### src/core/diag_pkg.sv
// Purpose: shared constants and types for the diagnostic event block
// Assumes: 100 MHz system clock
// Notes: all register offsets are word indices on a 32-bit Avalon-MM slave
package diag_pkg;
	localparam int NUM_EVENTS = 16;
	localparam logic [15:0] MASK_DEFAULT = 16'h0001;
	localparam logic [15:0] LATCH_DEFAULT = 16'h0000;
	localparam logic [15:0] ZERO16 = 16'h0000;
	// register word offsets
	localparam logic [3:0] OFS_STATUS = 4'h0;
	localparam logic [3:0] OFS_MASK_ACT = 4'h1;
	localparam logic [3:0] OFS_LATCH_ACT = 4'h2;
	localparam logic [3:0] OFS_MASK_EDIT = 4'h3;
	localparam logic [3:0] OFS_LATCH_EDIT = 4'h4;
	localparam logic [3:0] OFS_COMMAND = 4'h5;
	localparam logic [3:0] OFS_IRQ_STAT = 4'h6;
	localparam logic [3:0] OFS_IRQ_MASK = 4'h7;
	localparam logic [3:0] OFS_PORT_MODE = 4'h8;
	// command register fields
	localparam int CMD_SEL_LSB = 0;
	localparam int CMD_TGL_MASK = 4;
	localparam int CMD_TGL_LATCH = 5;
	localparam int CMD_ACCEPT = 6;
	localparam int CMD_RESET_REQ = 7;
	localparam int CMD_RESET_YES = 8;
	// interrupt status bit positions
	localparam int IRQ_NEW_EVENT = 0;
	localparam int IRQ_SAVED = 1;
	localparam int IRQ_FLASH_DONE = 2;
	localparam logic [2:0] IRQ_ZERO = 3'h0;
	// timing
	localparam longint CLK_HZ = 100_000_000;
	localparam longint SHORT_PRESS_MS = 6000;
	localparam longint FLASH_HALF_MS = 1000;
	localparam longint SHORT_PRESS_CYC = SHORT_PRESS_MS * CLK_HZ / 1000;
	localparam longint FLASH_HALF_CYC = FLASH_HALF_MS * CLK_HZ / 1000;
	// port modes
	localparam logic [1:0] PORT_OFF = 2'h0;
	localparam logic [1:0] PORT_232 = 2'h1;
	localparam logic [1:0] PORT_485 = 2'h2;
	// first member is the top bit: reset yes at bit 8 down to select at bits 3:0
	typedef struct packed {
		logic resetYes;
		logic resetReq;
		logic accept;
		logic tglLatch;
		logic tglMask;
		logic [3:0] sel;
	} cmd_t;
	typedef struct packed {
		logic [15:0] mask;
		logic [15:0] latch;
	} cfg_t;
endpackage

### src/core/diag_event_mask_latch.sv
// Purpose: diagnostic event status with enable and latch masks, button decode
// Assumes: event inputs synchronous to clk_sys, button debounced
// Notes: persistent copy modelled as a saved register pair with a save strobe
//
// The placing of the registers and the Avalon-MM interface to the registers were left to the implementer.
`timescale 1ns/100ps
module diag_event_mask_latch
(
	// clock and reset
	input wire logic clk_sys,
	input wire logic resetn,
	// avalon-mm slave
	input wire logic [3:0] address,
	input wire logic read,
	input wire logic write,
	input wire logic [31:0] writedata,
	output logic [31:0] readdata,
	output logic waitrequest,
	// event conditions and panel
	input wire logic [15:0] eventCond,
	input wire logic pushButton,
	input wire logic [1:0] portMode,
	// outputs
	output logic amberLed,
	output logic nvSave,
	output logic [31:0] nvData,
	output logic irq
);
	//------------------------------------------------
	// bus slave
	//------------------------------------------------
	typedef enum logic [1:0] {BUS_IDLE = 2'b01, BUS_ACK = 2'b10} bus_state_t;
	bus_state_t busSt_ff;
	logic [31:0] rdata_ff;
	logic waitReq_ff;
	logic wrStb;
	logic [15:0] status;
	logic [15:0] maskAct_ff, latchAct_ff, maskEdit_ff, latchEdit_ff;
	logic [2:0] irqStat_ff, irqMask_ff;
	logic resetPend_ff;
	logic irq_ff, save_ff;
	logic [31:0] nvData_ff;
	diag_pkg::cmd_t cmd;
	logic flashDone;
	logic amber;

	assign cmd = writedata[8:0];
	// one wait cycle per access keeps read data registered
	// writes commit on the edge that completes the transfer
	assign wrStb = (busSt_ff == BUS_ACK) && write;
	always_ff @(posedge clk_sys or negedge resetn)
	begin
		if (!resetn)
		begin
			busSt_ff <= BUS_IDLE;
			waitReq_ff <= 1'b1;
		end
		else
		begin
			case (busSt_ff)
				BUS_IDLE:
				begin
					if (read || write)
					begin
						busSt_ff <= BUS_ACK;
						waitReq_ff <= 1'b0;
					end
				end
				BUS_ACK:
				begin
					busSt_ff <= BUS_IDLE;
					waitReq_ff <= 1'b1;
				end
				default:
				begin
					busSt_ff <= BUS_IDLE;
					waitReq_ff <= 1'b1;
				end
			endcase
		end
	end
	assign waitrequest = waitReq_ff;

	// read mux, unmapped reads return zero
	always_ff @(posedge clk_sys or negedge resetn)
	begin
		if (!resetn)
			rdata_ff <= 32'h0;
		else if (busSt_ff == BUS_IDLE && read)
		begin
			case (address)
				diag_pkg::OFS_STATUS: rdata_ff <= {16'h0, status};
				diag_pkg::OFS_MASK_ACT: rdata_ff <= {16'h0, maskAct_ff};
				diag_pkg::OFS_LATCH_ACT: rdata_ff <= {16'h0, latchAct_ff};
				diag_pkg::OFS_MASK_EDIT: rdata_ff <= {16'h0, maskEdit_ff};
				diag_pkg::OFS_LATCH_EDIT: rdata_ff <= {16'h0, latchEdit_ff};
				diag_pkg::OFS_COMMAND: rdata_ff <= {31'h0, resetPend_ff};
				diag_pkg::OFS_IRQ_STAT: rdata_ff <= {29'h0, irqStat_ff};
				diag_pkg::OFS_IRQ_MASK: rdata_ff <= {29'h0, irqMask_ff};
				diag_pkg::OFS_PORT_MODE: rdata_ff <= {30'h0, portMode};
				default: rdata_ff <= 32'h0;
			endcase
		end
	end
	assign readdata = rdata_ff;

	//------------------------------------------------
	// edited and active settings
	//------------------------------------------------
	// menu edits stay private until accepted, as on the panel
	always_ff @(posedge clk_sys or negedge resetn)
	begin
		if (!resetn)
		begin
			maskEdit_ff <= diag_pkg::MASK_DEFAULT;
			latchEdit_ff <= diag_pkg::LATCH_DEFAULT;
		end
		else if (wrStb && address == diag_pkg::OFS_COMMAND)
		begin
			if (cmd.tglMask)
				maskEdit_ff[cmd.sel] <= ~maskEdit_ff[cmd.sel];
			if (cmd.tglLatch)
				latchEdit_ff[cmd.sel] <= ~latchEdit_ff[cmd.sel];
		end
	end
	always_ff @(posedge clk_sys or negedge resetn)
	begin
		if (!resetn)
		begin
			maskAct_ff <= diag_pkg::MASK_DEFAULT;
			latchAct_ff <= diag_pkg::LATCH_DEFAULT;
			save_ff <= 1'b0;
			nvData_ff <= 32'h0;
		end
		else
		begin
			save_ff <= 1'b0;
			if (wrStb && address == diag_pkg::OFS_COMMAND && cmd.accept)
			begin
				maskAct_ff <= maskEdit_ff;
				latchAct_ff <= latchEdit_ff;
				nvData_ff <= {latchEdit_ff, maskEdit_ff};
				save_ff <= 1'b1;
			end
		end
	end
	assign nvSave = save_ff;
	assign nvData = nvData_ff;

	// reset needs a request then a yes; any other command register write drops it
	logic clearAll;
	assign clearAll = wrStb && address == diag_pkg::OFS_COMMAND && cmd.resetYes
		&& resetPend_ff;
	always_ff @(posedge clk_sys or negedge resetn)
	begin
		if (!resetn)
			resetPend_ff <= 1'b0;
		else if (wrStb && address == diag_pkg::OFS_COMMAND)
			resetPend_ff <= cmd.resetReq;
	end

	//------------------------------------------------
	// status bits
	//------------------------------------------------
	for (genvar i = 0; i < diag_pkg::NUM_EVENTS; i++)
	begin : g_evt
		event_bit u_bit
		(
			.clk_sys(clk_sys),
			.resetn(resetn),
			.cond(eventCond[i]),
			.enable(maskAct_ff[i]),
			.latchEn(latchAct_ff[i]),
			.clearAll(clearAll),
			.status_ff(status[i])
		);
	end

	//------------------------------------------------
	// push-button decode
	//------------------------------------------------
	localparam logic [29:0] SHORT = 30'(diag_pkg::SHORT_PRESS_CYC);
	logic [29:0] press_ff;
	logic btnQ_ff, flashStart_ff;
	// long presses belong to other logic; only short release acts here
	always_ff @(posedge clk_sys or negedge resetn)
	begin
		if (!resetn)
		begin
			press_ff <= 30'h0;
			btnQ_ff <= 1'b0;
			flashStart_ff <= 1'b0;
		end
		else
		begin
			btnQ_ff <= pushButton;
			flashStart_ff <= btnQ_ff && !pushButton && press_ff < SHORT;
			if (pushButton)
				press_ff <= (press_ff == SHORT) ? press_ff : press_ff + 30'h1;
			else
				press_ff <= 30'h0;
		end
	end
	port_flasher u_flash
	(
		.clk_sys(clk_sys),
		.resetn(resetn),
		.start(flashStart_ff),
		.portMode(portMode),
		.amber_ff(amber),
		.done_ff(flashDone)
	);
	logic amber_ff;
	always_ff @(posedge clk_sys or negedge resetn)
	begin
		if (!resetn)
			amber_ff <= 1'b0;
		else
			amber_ff <= amber;
	end
	assign amberLed = amber_ff;

	//------------------------------------------------
	// interrupts
	//------------------------------------------------
	logic [15:0] statusQ_ff;
	logic [2:0] irqSet;
	assign irqSet = {flashDone, save_ff, |(status & ~statusQ_ff)};
	// set wins over write-one-to-clear
	always_ff @(posedge clk_sys or negedge resetn)
	begin
		if (!resetn)
		begin
			statusQ_ff <= diag_pkg::ZERO16;
			irqStat_ff <= diag_pkg::IRQ_ZERO;
			irqMask_ff <= diag_pkg::IRQ_ZERO;
			irq_ff <= 1'b0;
		end
		else
		begin
			statusQ_ff <= status;
			if (wrStb && address == diag_pkg::OFS_IRQ_STAT)
				irqStat_ff <= (irqStat_ff & ~writedata[2:0]) | irqSet;
			else
				irqStat_ff <= irqStat_ff | irqSet;
			if (wrStb && address == diag_pkg::OFS_IRQ_MASK)
				irqMask_ff <= writedata[2:0];
			irq_ff <= |(irqStat_ff & irqMask_ff);
		end
	end
	assign irq = irq_ff;
endmodule

### src/core/event_bit.sv
// Purpose: one diagnostic status bit with enable and latch handling
// Assumes: condition synchronous to clk_sys
// Notes: set beats clear in the same cycle
`timescale 1ns/100ps
module event_bit
(
	// clock and reset
	input wire logic clk_sys,
	input wire logic resetn,
	// control
	input wire logic cond,
	input wire logic enable,
	input wire logic latchEn,
	input wire logic clearAll,
	// state
	output logic status_ff
);
	logic nxt_status;
	// live, latched or cleared status
	always_comb
	begin
		nxt_status = status_ff;
		if (clearAll)
			nxt_status = 1'b0;
		if (!latchEn)
			nxt_status = enable & cond;
		else if (enable && cond)
			nxt_status = 1'b1;
		else if (!enable)
			nxt_status = clearAll ? 1'b0 : status_ff;
	end
	always_ff @(posedge clk_sys or negedge resetn)
	begin
		if (!resetn)
			status_ff <= 1'b0;
		else
			status_ff <= nxt_status;
	end
endmodule

### src/core/port_flasher.sv
// Purpose: flash amber indicator 1..3 times for the port mode
// Assumes: start is a one-cycle pulse
// Notes: half-period from package; start ignored while busy
`timescale 1ns/100ps
module port_flasher
(
	// clock and reset
	input wire logic clk_sys,
	input wire logic resetn,
	// control
	input wire logic start,
	input wire logic [1:0] portMode,
	// outputs
	output logic amber_ff,
	output logic done_ff
);
	localparam logic [27:0] HALF = 28'(diag_pkg::FLASH_HALF_CYC - 1);
	logic [27:0] tick_ff;
	logic [2:0] left_ff;
	logic busy_ff;
	// count flashes, each on then off for one half period
	always_ff @(posedge clk_sys or negedge resetn)
	begin
		if (!resetn)
		begin
			tick_ff <= 28'h0;
			left_ff <= 3'h0;
			busy_ff <= 1'b0;
			amber_ff <= 1'b0;
			done_ff <= 1'b0;
		end
		else
		begin
			done_ff <= 1'b0;
			if (!busy_ff)
			begin
				if (start)
				begin
					busy_ff <= 1'b1;
					amber_ff <= 1'b1;
					tick_ff <= 28'h0;
					left_ff <= 3'({1'b0, portMode} + 3'h1);
				end
			end
			else if (tick_ff == HALF)
			begin
				tick_ff <= 28'h0;
				if (amber_ff)
				begin
					amber_ff <= 1'b0;
					left_ff <= left_ff - 3'h1;
				end
				else if (left_ff == 3'h0)
				begin
					busy_ff <= 1'b0;
					done_ff <= 1'b1;
				end
				else
					amber_ff <= 1'b1;
			end
			else
				tick_ff <= tick_ff + 28'h1;
		end
	end
endmodule

### config.mk
export PLATFORM = sky130hd
export DESIGN_NAME = diag_event_mask_latch
export DESIGN_NICKNAME = d
export VERILOG_FILES = /design/src/core/diag_pkg.sv /design/src/core/diag_event_mask_latch.sv /design/src/core/event_bit.sv /design/src/core/port_flasher.sv
export SDC_FILE = /design/constraint.sdc
export NUM_CORES = 1
export LEC_CHECK = 0
export BUFFER_PORTS_ARGS = -buffer_cell sky130_fd_sc_hd__buf_2
export CAP_MARGIN = 5
export CORE_ASPECT_RATIO = 0.7
export CORE_MARGIN = 5
export CORE_UTILIZATION = 53
export DETAILED_ROUTE_END_ITERATION = 7
export GPL_TIMING_DRIVEN = 1
export PLACE_DENSITY = 0.83
export RECOVER_POWER = 25
export SYNTH_ARGS = -nofsm -noshare
export SYNTH_HDL_FRONTEND = slang
export SYNTH_SLANG_ARGS = --single-unit
### constraint.sdc
create_clock -name clk_sys -period 1.7 [get_ports clk_sys]
set_input_delay 0.085 -clock clk_sys [delete_from_list [all_inputs] [get_ports clk_sys]]
set_output_delay 0.085 -clock clk_sys [all_outputs]
set_load 0.01 [all_outputs]
### After elaboration in Yosys (flattened, before gate mapping)

Index checks and enable logic that the tools add are counted.
Widths: inputs -> output; s select.

| cells by class | value |
|---|---|
| add/sub/neg operators | 4 |
| order comparisons | 3 |
| eq/ne operators | 32 |
| mux-type cells | 70 |
| bitwise gates (word level) | 25 |
| reductions and logical operators | 38 |

Operator list:

| kind | count |
|---|---|
| $pmux 16 s9 | 1 |
| $mux 28 | 3 |
| $mux 30 | 2 |
| $mux 1 | 52 |
| $ne 3x1->1 const B | 16 |
| $bwmux 16 | 2 |
| $add 30x1->30 const B | 1 |
| $eq 30x30->1 const B | 1 |
| $lt 30x30->1 const B | 1 |
| $add 28x1->28 const B | 1 |
| $eq 28x27->1 const B | 1 |
| $logic_and 1x1->1 | 27 |
| $and 1x1->1 | 16 |
| $and 16x16->16 | 1 |
| $eq 4x3->1 const B | 4 |
| $not 16->16 | 1 |
| $reduce_or 16->1 | 1 |
| $mux 3 | 5 |
| $bmux 1 s4 | 2 |
| $eq 4x2->1 const B | 2 |
| $and 3x3->3 | 2 |
| $ne 2x2->1 const B | 3 |
| $or 3x3->3 | 2 |
| $reduce_and 2->1 | 3 |
| 20 further kinds | 22 |

| storage, ports and cells | value |
|---|---|
| flip-flop bits (word level) | 239 |
| bits of input ports | 59 |
| output and inout port bits | 68 |

### Logic depth before layout (Yosys ltp)

Gate-level depths: netlist (run 1).

| depth | value |
|---|---|
| depth in word-level cells | 8 |
| gate-level depth with buffers | 8 |

### Modules after synthesis

A second synthesis (run 1) with hierarchy kept.

| second synthesis, totals | value |
|---|---|
| cell total of the unflattened synthesis | 878 |
| area, all modules | 9417.8 µm² |

By module, submodules not included:

| module | times used | cells each | area each (µm²) | sequential area each (µm²) |
|---|---|---|---|---|
| diag_event_mask_latch | 1 | 615 | 6866.6 | 3532.1 |
| port_flasher | 1 | 215 | 1930.6 | 850.8 |
| event_bit | 16 | 3 | 38.8 | 25.0 |

### Worst setup path after synthesis (run 1)

OpenSTA, ideal clock, no wires.

| timing | value |
|---|---|
| path type | reg-to-reg |
| start | reg u_flash.tick_ff[0] |
| end | reg u_flash.tick_ff[20] |
| setup time | 0.138 ns |
| arrival time | 1.692 ns |
| data required time | 1.562 ns |
| slack | -0.130 ns |
| cell stages (with the launch flop) | 8 |
| buffers on the path | 1 |
| period minus slack after synthesis | 1.830 ns |
| cells stage by stage | dfrtp_1 ha_1 nand4_4 nor2_2 a31oi_4 buf_4 a41oi_1 a31oi_1 |

| on the way | value |
|---|---|
| cells in the longest elaborated chain, start to end | 3 |
| elaborated cells between the ends (all ways) | 4 |
| those cells by class | add/sub: 1; eq/ne: 1; mux: 2 |

Ends and longest elaborated chain:

| item | line | source |
|---|---|---|
| from (decl) | port_flasher.sv:18 | `logic [27:0] tick_ff;` |
| from (signal assigned) | port_flasher.sv:62 | `tick_ff <= tick_ff + 28'h1;` |
| $add 28x1->28 / $eq 28x27->1 (equally long branches) | port_flasher.sv:62, port_flasher.sv:45 |  |
| $mux 28 * | port_flasher.sv:45 | `else if (tick_ff == HALF)` |
| $mux 28 * | port_flasher.sv:35 | `if (!busy_ff)` |

Every way passes the cells marked *; elsewhere a longest branch is shown, timed or not.
A chain may end at the register's enable or synchronous reset.

### Worst setup path after layout (run 1)

| timing | value |
|---|---|
| start | reg u_flash.tick_ff[15] |
| end | reg u_flash.tick_ff[26] |

Same word-level chain as after synthesis.

==> results of run 1 <==
-- metrics by stage --
| step | TNS [ps] | cells |
|---|---|---|
| after floorplan | 0 | 925 |
| after global placement | -410 | 1276 |
| after detailed placement | -1790 | 1276 |
| after CTS | -161 | 1338 |
| after global routing | -12340 | 1354 |
| final | -2930 | 1354 |
-- state kept, by name, indices dropped and copies added (netlist names), 2 cells and up --
register and count:
press_ff 30, u_flash.tick_ff 28, g_evt.u_bit.status_ff 16, latchAct_ff 16, latchEdit_ff 16, maskEdit_ff 16, readdata 16, statusQ_ff 16
maskAct_ff 15, irqMask_ff 3, irqStat_ff 3, u_flash.left_ff 3, busSt_ff 2, nvData 2
-- worst min-delay path by stage --
| stage | to | cells after the start | from |
|---|---|---|---|
| floorplan | amberLed | 0 | resetn |
| global placement | press_ff[1] | 1 | resetn |
| detailed placement | press_ff[0] | 1 | resetn |
| CTS | u_flash.left_ff[0] | 4 | portMode[0] |
| global route | u_flash.left_ff[0] | 4 | portMode[0] |
| finish | u_flash.left_ff[0] | 4 | portMode[0] |
-- logic make-up after synthesis --
logic type	synth area share, %
compound gates	12.0
xor+xnor	2.41
fa+ha+maj	0.765
buf+inv	7.32
flops	48.7
mux	12.8
other cells	0.0382
simple gates	16.0
-- layout make-up --
| class | count | area [um^2] |
|---|---|---|
| clock buffer | 19 | 453 |
| clock inverter | 13 | 128 |
| fill | 1161 | 5460 |
| inverter | 34 | 130 |
| multi-input combinational | 605 | 4900 |
| sequential | 191 | 4790 |
| tap | 236 | 295 |
| timing repair buffer | 256 | 1950 |
-- metal layers --
metal / share of wire, % / GRT usage, % / up-vias
li1: - / - / 3648
met1: 40 / 34.6 / 4253
met2: 48 / 40.2 / 531
met3: 9.7 / 5.64 / 85
met4: 2.9 / 7.32 / 0
met5: 0 / 0 / -
-- power by group through the flow --
stage	Combinational, mW	Clock (mW)	Sequential, mW
after CTS	1.35	4.05	4.99
after global routing	1.63	4.27	5.05
after floorplan	0.719	0	5.06
after global placement	1.22	0	5.06
final	1.51	4.04	5.02
after detailed placement	1.28	0	5.07
-- placed cells by master, fill, tap and decap left out, types with 11 or more instances in the layout --
master / instances
nand2_1: 88
o22ai_1: 11
nand3_1: 19
nand4_1: 20
o21ai_0: 41
and3_1: 12
a32o_1: 16
nor2_1: 46
buf_6: 15
buf_4: 116
mux2i_1: 19
a222oi_1: 11
inv_1: 32
a21oi_1: 12
dfrtp_1: 184
conb_1: 16
xor2_1: 22
dlygate4sd3_1: 21
mux2_4: 52
buf_2: 85
clkbuf_16: 20
mux2_2: 16
a31oi_1: 22
-- critical path, delay by kind of cell, from the launching register on --
| kind | cells | cell delay (ps) |
|---|---|---|
| AOI/OAI and AO/OA | 1 | 390 |
| DFF | 1 | 390 |
| muxes | 1 | 160 |
| buffers and inverters | 2 | 290 |
| and+or+nand+nor | 3 | 540 |
-- cell usage after synthesis, types with 15 or more instances --
cell	instances	area, um^2
a21oi_1	21	105
a31oi_1	22	138
a32o_1	16	160
and3_1	15	93.8
buf_4	56	420
clkbuf_1	21	78.8
dfrtp_1	188	4700
inv_1	33	124
mux2_1	21	236
mux2_2	52	586
mux2i_1	19	190
nand2_1	96	360
nand3_1	25	125
nand4_1	20	125
nor2_1	48	180
o21ai_0	44	220
xor2_1	22	193
-- repair_timing --
| item | 4_1_cts | 5_1_grt |
|---|---|---|
| resized for setup | 34 | 117 |
| hold buffers | 21 | 0 |
| endpoints found under the hold margin | 93 | 0 |
| buffers inserted | 8 | 12 |
| gates cloned | 1 | 4 |
| pin swaps | 10 | 47 |
| endpoints found under the setup margin | 76 | 115 |
==> out/results.txt, run 1 <==
DR WL/cell: 22.2 um
Critical R2R Capture: u_flash.tick_ff[26]
Leakage: 6.03 nW
Setup ws final: -149 ps
Final setup fails: 56
Clock share of power: 38.2%
Int Pwr: 7.60 mW
Worst reg-to-reg setup slack: -150 ps
Unique masters post-synth: 72
Synth Register Bits: 191
Placed Area: 11100 um^2
Worst setup SP type: register
Nets: 1170
Synth warn: 0
Critical Path RT: 2060 ps
# diodes: 0
Final Hold Fails: 0
Antenna Nets Post-Route: 0
FP Rows: 41
Final instance area: 12600 um^2
Detailed Routing Iterations Pass 1: 8
Initial core utilization: 54.2%
Vias per cell: 6.29
Fin crit share: 109%
Worst Hold Class: input port to register
Starting DRT DRC Count: 1094
Vert. Die Dim: 124 um
Share of cells above drive strength 1: 38.5%
Slew margin rel.: 1.88%
Ys flop type: dfrtp_1
Register area share after synthesis: 48.7%
Crit path DAT: 2200 ps
Setup Skew: 11.6 ps
Max FO, Critical Path: 8
Slew @ Worst Pin: 1470 ps
PwrDens: 836 nW/um^2
Max Freq: 541 MHz
Dpl ws: -122 ps
Synthesized cell area: 9810 um^2
Failing checks: negative setup slack
Critical Path End: u_flash.tick_ff[26]
CTS Buf Count: 17
Worst R2R Start: u_flash.tick_ff[15]
DIE AREA: 21400 um^2
RSZ-0062 raised after global routing: yes
Vias: 8517
Peak supply drop: 0.000698 V
Max-slew violation count: 0
WL final: 30.1 mm
Worst skew pair latency: 450 ps
Port Buffers: 87
Crit path launch: u_flash.tick_ff[15]
Largest stage delay, worst path: 390 ps
Comb power frac: 14.3%
Total power: 10.6 mW
Vias in the first global route: 8003
I/O Pins: 127
Status: finished with violations
CP endpoint kind: register
Final Core Density: 69.8%
Switching share of total power: 28.1%
Hold_ws: 62.9 ps
Gr ovfl total: 0
Gr usage total: 25.0%
Final GP Congestion: 0.854
CTS tree: yes
Area of the core: 18100 um^2
Avg Cell Area, Syn: 10.8 um^2
Post-synth EDFFs: 0
Pin count of the biggest net entering global routing: 56
DRC: 0
H-tree levels: 4
CTS root buf: clkbuf_16
Clock tree buffer depth: 2
Clock Sink Count: 191
Clk pin slew, worst setup/hold paths: 70 ps
Max Cap Violations: 0
Worst path slowest cell: dfrtp_1
Crit-path cells: and3_2, and4_4, a31oi_4, buf_6, buf_8, nand4_1, mux2i_1
Seq pwr share: 47.5%
Initial antenna violation count: 0
Worst r2r path cells: 7
Crit path time final: 1850 ps
Crit path kind: register to register
HPWL Detailed: 18.2 mm
Synth Instances: 910
Die width: 173 um
Layout area overhead: 28.9%
Post-synthesis async set-or-reset flop share: 100%
First-pass GRT wire length: 43.0 mm
Sw Pwr: 2.96 mW
No activity file was read; power rests on OpenSTA's default activity.
==> run 2: changes to the inputs <==
- CORE_UTILIZATION: 53 -> 54
- CTS_BUF_LIST: unset -> sky130_fd_sc_hd__clkbuf_8
- PLACE_DENSITY: 0.83 -> 0.85
- SYNTH_HIERARCHICAL: unset -> 1
==> out/results.txt, run 2 <==
Crit path DAT: 2190 ps (was 2200 ps)
Top flop regs: press_ff (30), u_flash/tick_ff (28) (was press_ff (30), u_flash.tick_ff (28))
Worst skew pair latency: 470 ps (was 450 ps)
Layout area overhead: 23.4% (was 28.9%)
Clock tree buffer depth: 2 (unchanged)
Top cell type's share of synthesized area: 50.0% (was 47.9%)
PwrDens: 792 nW/um^2 (was 836 nW/um^2)
Post-synthesis async set-or-reset flop share: 100% (unchanged)
WL final: 27.2 mm (was 30.1 mm)
Hold_ws: 34.5 ps (was 62.9 ps)
DR WL/cell: 20.5 um (was 22.2 um)
Fin Setup TNS: -1170 ps (was -2930 ps)
Detailed Routing Iterations Pass 1: 6 (was 8)
Die width: 168 um (was 173 um)
Starting DRT DRC Count: 1143 (was 1094)
CTS tree: yes (unchanged)
Max Freq: 544 MHz (was 541 MHz)
HPWL Detailed: 18.4 mm (was 18.2 mm)
Synth Register Bits: 191 (unchanged)
Synthesized cell area: 9420 um^2 (was 9810 um^2)
Setup Skew: 11.7 ps (was 11.6 ps)
Final Hold Fails: 0 (unchanged)
Most frequent cells in the layout: dfrtp_1, buf_4, buf_2, nand2_1, inv_1 (was dfrtp_1, buf_4, nand2_1, buf_2, mux2_4)
Buf/Inv on CP: 0 (was 2)
Unique masters post-synth: 71 (was 72)
Post-synth EDFFs: 0 (unchanged)
FP Rows: 40 (was 41)
Status: finished with violations (unchanged)
CTS root buf: clkbuf_8 (was clkbuf_16)
Vias in the first global route: 7857 (was 8003)
Largest register FFs: 30 (unchanged)
Most common cell in the netlist: dfrtp_1 (unchanged)
Post-Synth Simple-Gate Area: 17.3% (was 16.0%)
Vias per cell: 6.09 (was 6.29)
Peak supply drop: 0.000497 V (was 0.000698 V)
CTS Buf Count: 17 (unchanged)
Antenna Nets Post-Route: 0 (unchanged)
Initial core utilization: 54.9% (was 54.2%)
Register area share after synthesis: 50.8% (was 48.7%)
Largest family of logic cells by synthesized area: simple AND/OR/NAND/NOR gates (unchanged)
Largest stage delay, worst path: 490 ps (was 390 ps)
Placed cells: 1250 (was 1276)
First-pass GRT wire length: 42.2 mm (was 43.0 mm)
Crit path time final: 1840 ps (was 1850 ps)
Worst setup SP type: register (unchanged)
Synth warn: 6 (was 0)
Clk pin slew, worst setup/hold paths: 90 ps (was 70 ps)
Slew margin rel.: 21.1% (was 1.88%)
Initial antenna violation count: 2 (was 0)
Failing checks: negative setup slack (unchanged)
Max FO, Critical Path: 3 (was 8)
Nets: 1143 (was 1170)
Port Buffers: 87 (unchanged)
Final GP Congestion: 0.898 (was 0.854)
DRC: 0 (unchanged)
Slew @ Worst Pin: 1180 ps (was 1470 ps)
Most flop-heavy register: press_ff (unchanged)
Max Cap Violations: 0 (unchanged)
CP endpoint kind: register (unchanged)
Commonest non-fill, non-tap cell in the layout: dfrtp_1 (unchanged)
Gr usage total: 26.2% (was 25.0%)
Area of the core: 17200 um^2 (was 18100 um^2)
Max-slew violation count: 0 (unchanged)
Family with the most delay on the worst path: simple AND/OR/NAND/NOR gates (unchanged)
Yosys top cell by area: dfrtp_1 (unchanged)
Synth Instances: 878 (was 910)
DIE AREA: 20200 um^2 (was 21400 um^2)
I/O Pins: 127 (unchanged)
RSZ-0062 raised after global routing: yes (unchanged)
Worst path slowest cell: or4_4 (was dfrtp_1)
Avg Cell Area, Syn: 10.7 um^2 (was 10.8 um^2)
Vias: 8054 (was 8517)
Multiplexer area fraction after synthesis: 6.55% (was 12.8%)
Leakage: 5.56 nW (was 6.03 nW)
Worst Hold Class: input port to register (unchanged)
Crit-path cells: ha_4, nand4_4, or4_4, nor3_4, xnor2_2, a221o_1 (was and3_2, and4_4, a31oi_4, buf_6, buf_8, nand4_1, mux2i_1)
Fin crit share: 108% (was 109%)
Adder-cell share of the synthesized area: 0.797% (was 0.765%)
Pin count of the biggest net entering global routing: 46 (was 56)
Gr ovfl total: 0 (unchanged)
Final setup fails: 19 (was 56)
Setup ws final: -137 ps (was -149 ps)
Share of cells above drive strength 1: 31.0% (was 38.5%)
Commonest cells post-synth: dfrtp_1, nand2_1, inv_1 (was dfrtp_1, nand2_1, buf_4)
Final non-filler cell total: 1323 (was 1354)
Ys flop type: dfrtp_1 (unchanged)
Largest cells by area after synthesis: dfrtp_1, mux2_2, xnor2_1, nand2_1, buf_4 (was dfrtp_1, mux2_2, buf_4, nand2_1, mux2_1)
H-tree levels: 4 (unchanged)
XOR/XNOR Fraction of Synth Area: 4.28% (was 2.41%)
Critical Path RT: 2060 ps (about the same)
Crit path kind: register to register (unchanged)
Vert. Die Dim: 120 um (was 124 um)
Synth Area in Compound Gates: 13.9% (was 12.0%)
Clock Sink Count: 191 (unchanged)
==> run 2: cell count changes in the layout (fill, tap and decap cells not counted), moves of 15 or more <==
cell	delta
inv_1	+17
clkbuf_8	+19
clkbuf_16	-19
mux2_4	-52
and2_1	+19
a21oi_1	+15
nor2_1	-23
xnor2_1	+30
==> run 2: final timing paths <==
check,from,end,slack [ps],cells after the start
setup / recovery,u_flash/tick_ff[1],u_flash/left_ff[2],-140,6
hold / removal,writedata[0],irqStat_ff[0],30,3
setup reg to reg,u_flash/tick_ff[1],u_flash/left_ff[2],-140,6
hold reg to reg,u_flash/done_ff,irqStat_ff[2],440,1
max in group asynchronous,resetn,g_evt[8].u_bit/status_ff,240,3
min in group asynchronous,resetn,press_ff[20],370,2
==> run 2: cell type report <==
cell class              count  area [um^2]
multi-input cells         589         4330
inverters                  49          184
clock inverters            11         83.8
well taps                 231          289
repair buffers            230         1650
fillers                  1204         5540
flip-flops and latches    191         4790
clock buffers              21          289
diodes                      1         2.50
==> run 2: worst reg2reg max path, cell delays in order, from the launching register on <==
cell     delay [ps]
dfrtp_1         420
ha_4            170
nand4_4          90
or4_4           490
nor3_4          170
xnor2_2          80
a221o_1         300
==> run 2: cell families after synthesis <==
logic type	after synthesis
AND/OR/NAND/NOR	281
flip-flops	191
AO/OA/AOI/OAI	188
buffers and inverters	113
multiplexers	52
XOR/XNOR	46
adder cells (fa/ha/maj)	6
other	1
==> run 2: metal layers <==
metal,wire length (um),vias up,part of all wire [%],GRT usage (%)
li1,-,3543,-,-
met1,11300,3891,42,39.0
met2,11800,530,44,37.4
met3,3250,88,12,7.42
met4,744,2,2.7,8.11
met5,20,-,0.074,0
==> run 2: metrics by stage <==
step | utilization, % | instance area, um^2 | power [mW] | setup slack [ps]
2_1_floorplan | - | 9530 | 5.69 | -53.9
3_3_place_gp | 62.2 | 10700 | 6.23 | -106
3_5_place_dp | 62.2 | 10700 | 6.28 | -205
4_1_cts | 66.4 | 11400 | 9.13 | -120
5_1_grt | 67.7 | 11600 | 9.55 | -215
6_report | 67.7 | 11600 | 9.20 | -137
==> run 2: what timing repair did <==
item / in CTS / in global routing
gates cloned: 1 / 1
resized for setup: 15 / 35
buffers inserted: 2 / 13
endpoints found under the hold margin: 212 / 0
hold buffers: 23 / 0
pin swaps: 8 / 13
endpoints found under the setup margin: 43 / 96
==> run 2: power breakdown <==
part | total [mW] | switching [mW] | internal, mW
registers | 5.01 | 0.243 | 4.77
logic | 1.32 | 0.723 | 0.598
clock network | 2.87 | 1.69 | 1.18
==> run 3: changes to the inputs <==
- BUFFER_PORTS_ARGS: -buffer_cell sky130_fd_sc_hd__buf_2 -> unset
- CORE_UTILIZATION: 54 -> 55
- DONT_BUFFER_PORTS: unset -> 1
- PLACE_DENSITY: 0.85 -> 0.79
- SLEW_MARGIN: unset -> 20
==> out/results.txt, run 3 (synthesis gave the netlist of run 2 again) <==
Status: finished with violations (unchanged)
Failing checks: negative hold slack, negative setup slack (was negative setup slack)
Fin crit share: 110% (was 108%)
CTS tree: yes (unchanged)
Worst R2R Start: u_flash/tick_ff[12] (was u_flash/tick_ff[1])
CP endpoint kind: register (unchanged)
Hold_ws: -708 ps (was 34.5 ps)
Final setup fails: 25 (was 19)
Critical Path Most Common Cell: buf_4
Top flop regs: press_ff (30), u_flash/tick_ff (28) (unchanged)
Commonest non-fill, non-tap cell in the layout: dfrtp_1 (unchanged)
Seq pwr share: 53.8% (was 54.4%)
Starting DRT DRC Count: 1012 (was 1143)
Critical Path RT: 2070 ps (was 2060 ps)
Largest stage delay, worst path: 440 ps (was 490 ps)
Layout area overhead: 19.5% (was 23.4%)
Gr usage total: 25.7% (was 26.2%)
Peak supply drop: 0.000487 V (was 0.000497 V)
Clock Sink Count: 191 (unchanged)
First-pass GRT wire length: 40.7 mm (was 42.2 mm)
Max-slew violation count: 0 (unchanged)
Worst Hold Class: input port to asynchronous set/reset pin (was input port to register)
Placed Area: 10100 um^2 (was 10700 um^2)
Crit-path cells: nand4_1, buf_4, nor4_4, buf_4, buf_6, nand3_1, o311ai_1 (was ha_4, nand4_4, or4_4, nor3_4, xnor2_2, a221o_1)
Comb power frac: 12.3% (was 14.4%)
Setup ws final: -164 ps (was -137 ps)
Most frequent cells in the layout: dfrtp_1, buf_4, nand2_1, inv_1, o21ai_0 (was dfrtp_1, buf_4, buf_2, nand2_1, inv_1)
Initial antenna violation count: 3 (was 2)
Clock share of power: 33.9% (was 31.2%)
Worst setup SP type: register (unchanged)
Antenna Nets Post-Route: 0 (unchanged)
I/O Pins: 127 (unchanged)
Largest register FFs: 30 (unchanged)
Max Cap Violations: 0 (unchanged)
Clk pin slew, worst setup/hold paths: 110 ps (was 90 ps)
Detailed Routing Iterations Pass 1: 6 (unchanged)
RSZ-0062 raised after global routing: yes (unchanged)
Initial core utilization: 55.5% (was 54.9%)
Worst r2r path cells: 7 (was 6)
Leakage: 5.15 nW (was 5.56 nW)
Area of the core: 17000 um^2 (was 17200 um^2)
Buf/Inv on CP: 3 (was 0)
Most flop-heavy register: press_ff (unchanged)
Max Freq: 536 MHz (was 544 MHz)
Int Pwr: 6.73 mW (was 6.54 mW)
DR WL/cell: 21.2 um (was 20.5 um)
Slew @ Worst Pin: 585 ps (was 1180 ps)
Share of cells above drive strength 1: 24.8% (was 31.0%)
Setup Skew: 14.4 ps (was 11.7 ps)
Max FO, Critical Path: 5 (was 3)
H-tree levels: 4 (unchanged)
Nets: 1058 (was 1143)
Slew margin rel.: 61.0% (was 21.1%)
Port Buffers: 0 (was 87)
Crit path kind: register to register (unchanged)
DRC: 0 (unchanged)
FP Rows: 40 (unchanged)
Vias in the first global route: 7378 (was 7857)
Worst skew pair latency: 480 ps (was 470 ps)
Final Hold Fails: 191 (was 0)
Vias: 7699 (was 8054)
Gr ovfl total: 0 (unchanged)
DIE AREA: 19900 um^2 (was 20200 um^2)
Switching share of total power: 28.1% (was 28.9%)
Worst path slowest cell: dfrtp_1 (was or4_4)
Crit path time final: 1860 ps (was 1840 ps)
Fin Setup TNS: -2050 ps (was -1170 ps)
Final instance area: 11300 um^2 (was 11600 um^2)
Final GP Congestion: 0.902 (was 0.898)
Critical R2R Capture: u_flash/tick_ff[19] (was u_flash/left_ff[2])
Vias per cell: 6.21 (was 6.09)
Clock tree buffer depth: 2 (unchanged)
Worst reg-to-reg setup slack: -160 ps (was -140 ps)
Dpl ws: -93.1 ps (was -205 ps)
Die width: 166 um (was 168 um)
HPWL Detailed: 16.9 mm (was 18.4 mm)
Sw Pwr: 2.63 mW (was 2.66 mW)
Vert. Die Dim: 119 um (was 120 um)
CTS root buf: clkbuf_8 (unchanged)
Family with the most delay on the worst path: simple AND/OR/NAND/NOR gates (unchanged)
WL final: 26.3 mm (was 27.2 mm)
CTS Buf Count: 17 (unchanged)
Crit path DAT: 2240 ps (was 2190 ps)
PwrDens: 832 nW/um^2 (was 792 nW/um^2)
Pin count of the biggest net entering global routing: 192 (was 46)
[run 3: worst register-to-register path, stage by stage, from the launching register on]
cell	delay, ps
dfrtp_1	440
nand4_1	170
buf_4	190
nor4_4	300
buf_4	180
buf_6	110
nand3_1	90
o311ai_1	270
[run 3: per-stage QoR]
stage / utilization (%) / power, mW / std cells / hold slack (ps)
2_1_floorplan: - / 5.69 / 893 / -211
3_3_place_gp: 59.7 / 5.98 / 1154 / -201
3_5_place_dp: 59.7 / 6.03 / 1154 / -201
4_1_cts: 64.7 / 9.27 / 1224 / -724
5_1_grt: 66.3 / 9.70 / 1240 / -750
6_report: 66.3 / 9.36 / 1240 / -708
[run 3: worst max-delay path by stage]
stage	cells after the start	slack, ps	end	start
after floorplan	6	-50	u_flash/left_ff[2]	u_flash/tick_ff[1]
after global placement	7	-70	press_ff[1]	press_ff[0]
after global routing	7	-310	u_flash/tick_ff[19]	u_flash/tick_ff[12]
after CTS	6	-110	u_flash/left_ff[2]	u_flash/tick_ff[1]
after detailed placement	5	-90	u_flash/left_ff[0]	u_flash/tick_ff[12]
final	7	-160	u_flash/tick_ff[19]	u_flash/tick_ff[12]
[run 3: final cells by class]
class | instances | area [um^2]
Antenna cell | 3 | 7.51
Tap cell | 231 | 289
Fill cell | 1199 | 5710
Clock buffer | 18 | 248
Clock inverter | 14 | 170
Multi-Input combinational cell | 589 | 4310
Timing Repair Buffer | 145 | 1260
Inverter | 49 | 184
Sequential cell | 191 | 4790
[run 3: what timing repair did]
action,CTS,global route
cloned,0,2
endpoints found under the setup margin,27,72
hold buffers,32,1
hold endpoints to repair,282,199
setup buffers,6,10
resized for setup,12,37
pin swaps,7,12
[run 3: power by group through the flow]
stage | Combinational (mW) | Sequential [mW] | Clock [mW]
2_1_floorplan | 0.632 | 5.06 | 0
3_3_place_gp | 0.882 | 5.10 | 0
3_5_place_dp | 0.920 | 5.11 | 0
4_1_cts | 1.05 | 5.03 | 3.19
5_1_grt | 1.24 | 5.07 | 3.40
6_report | 1.15 | 5.04 | 3.17
[run 3: layer usage]
layer	track usage, %	vias up	share of wire, %
met5	0	-	0.053
li1	-	3368	-
met3	10.3	55	13
met4	6.13	2	2.0
met1	37.5	3800	42
met2	36.1	474	43
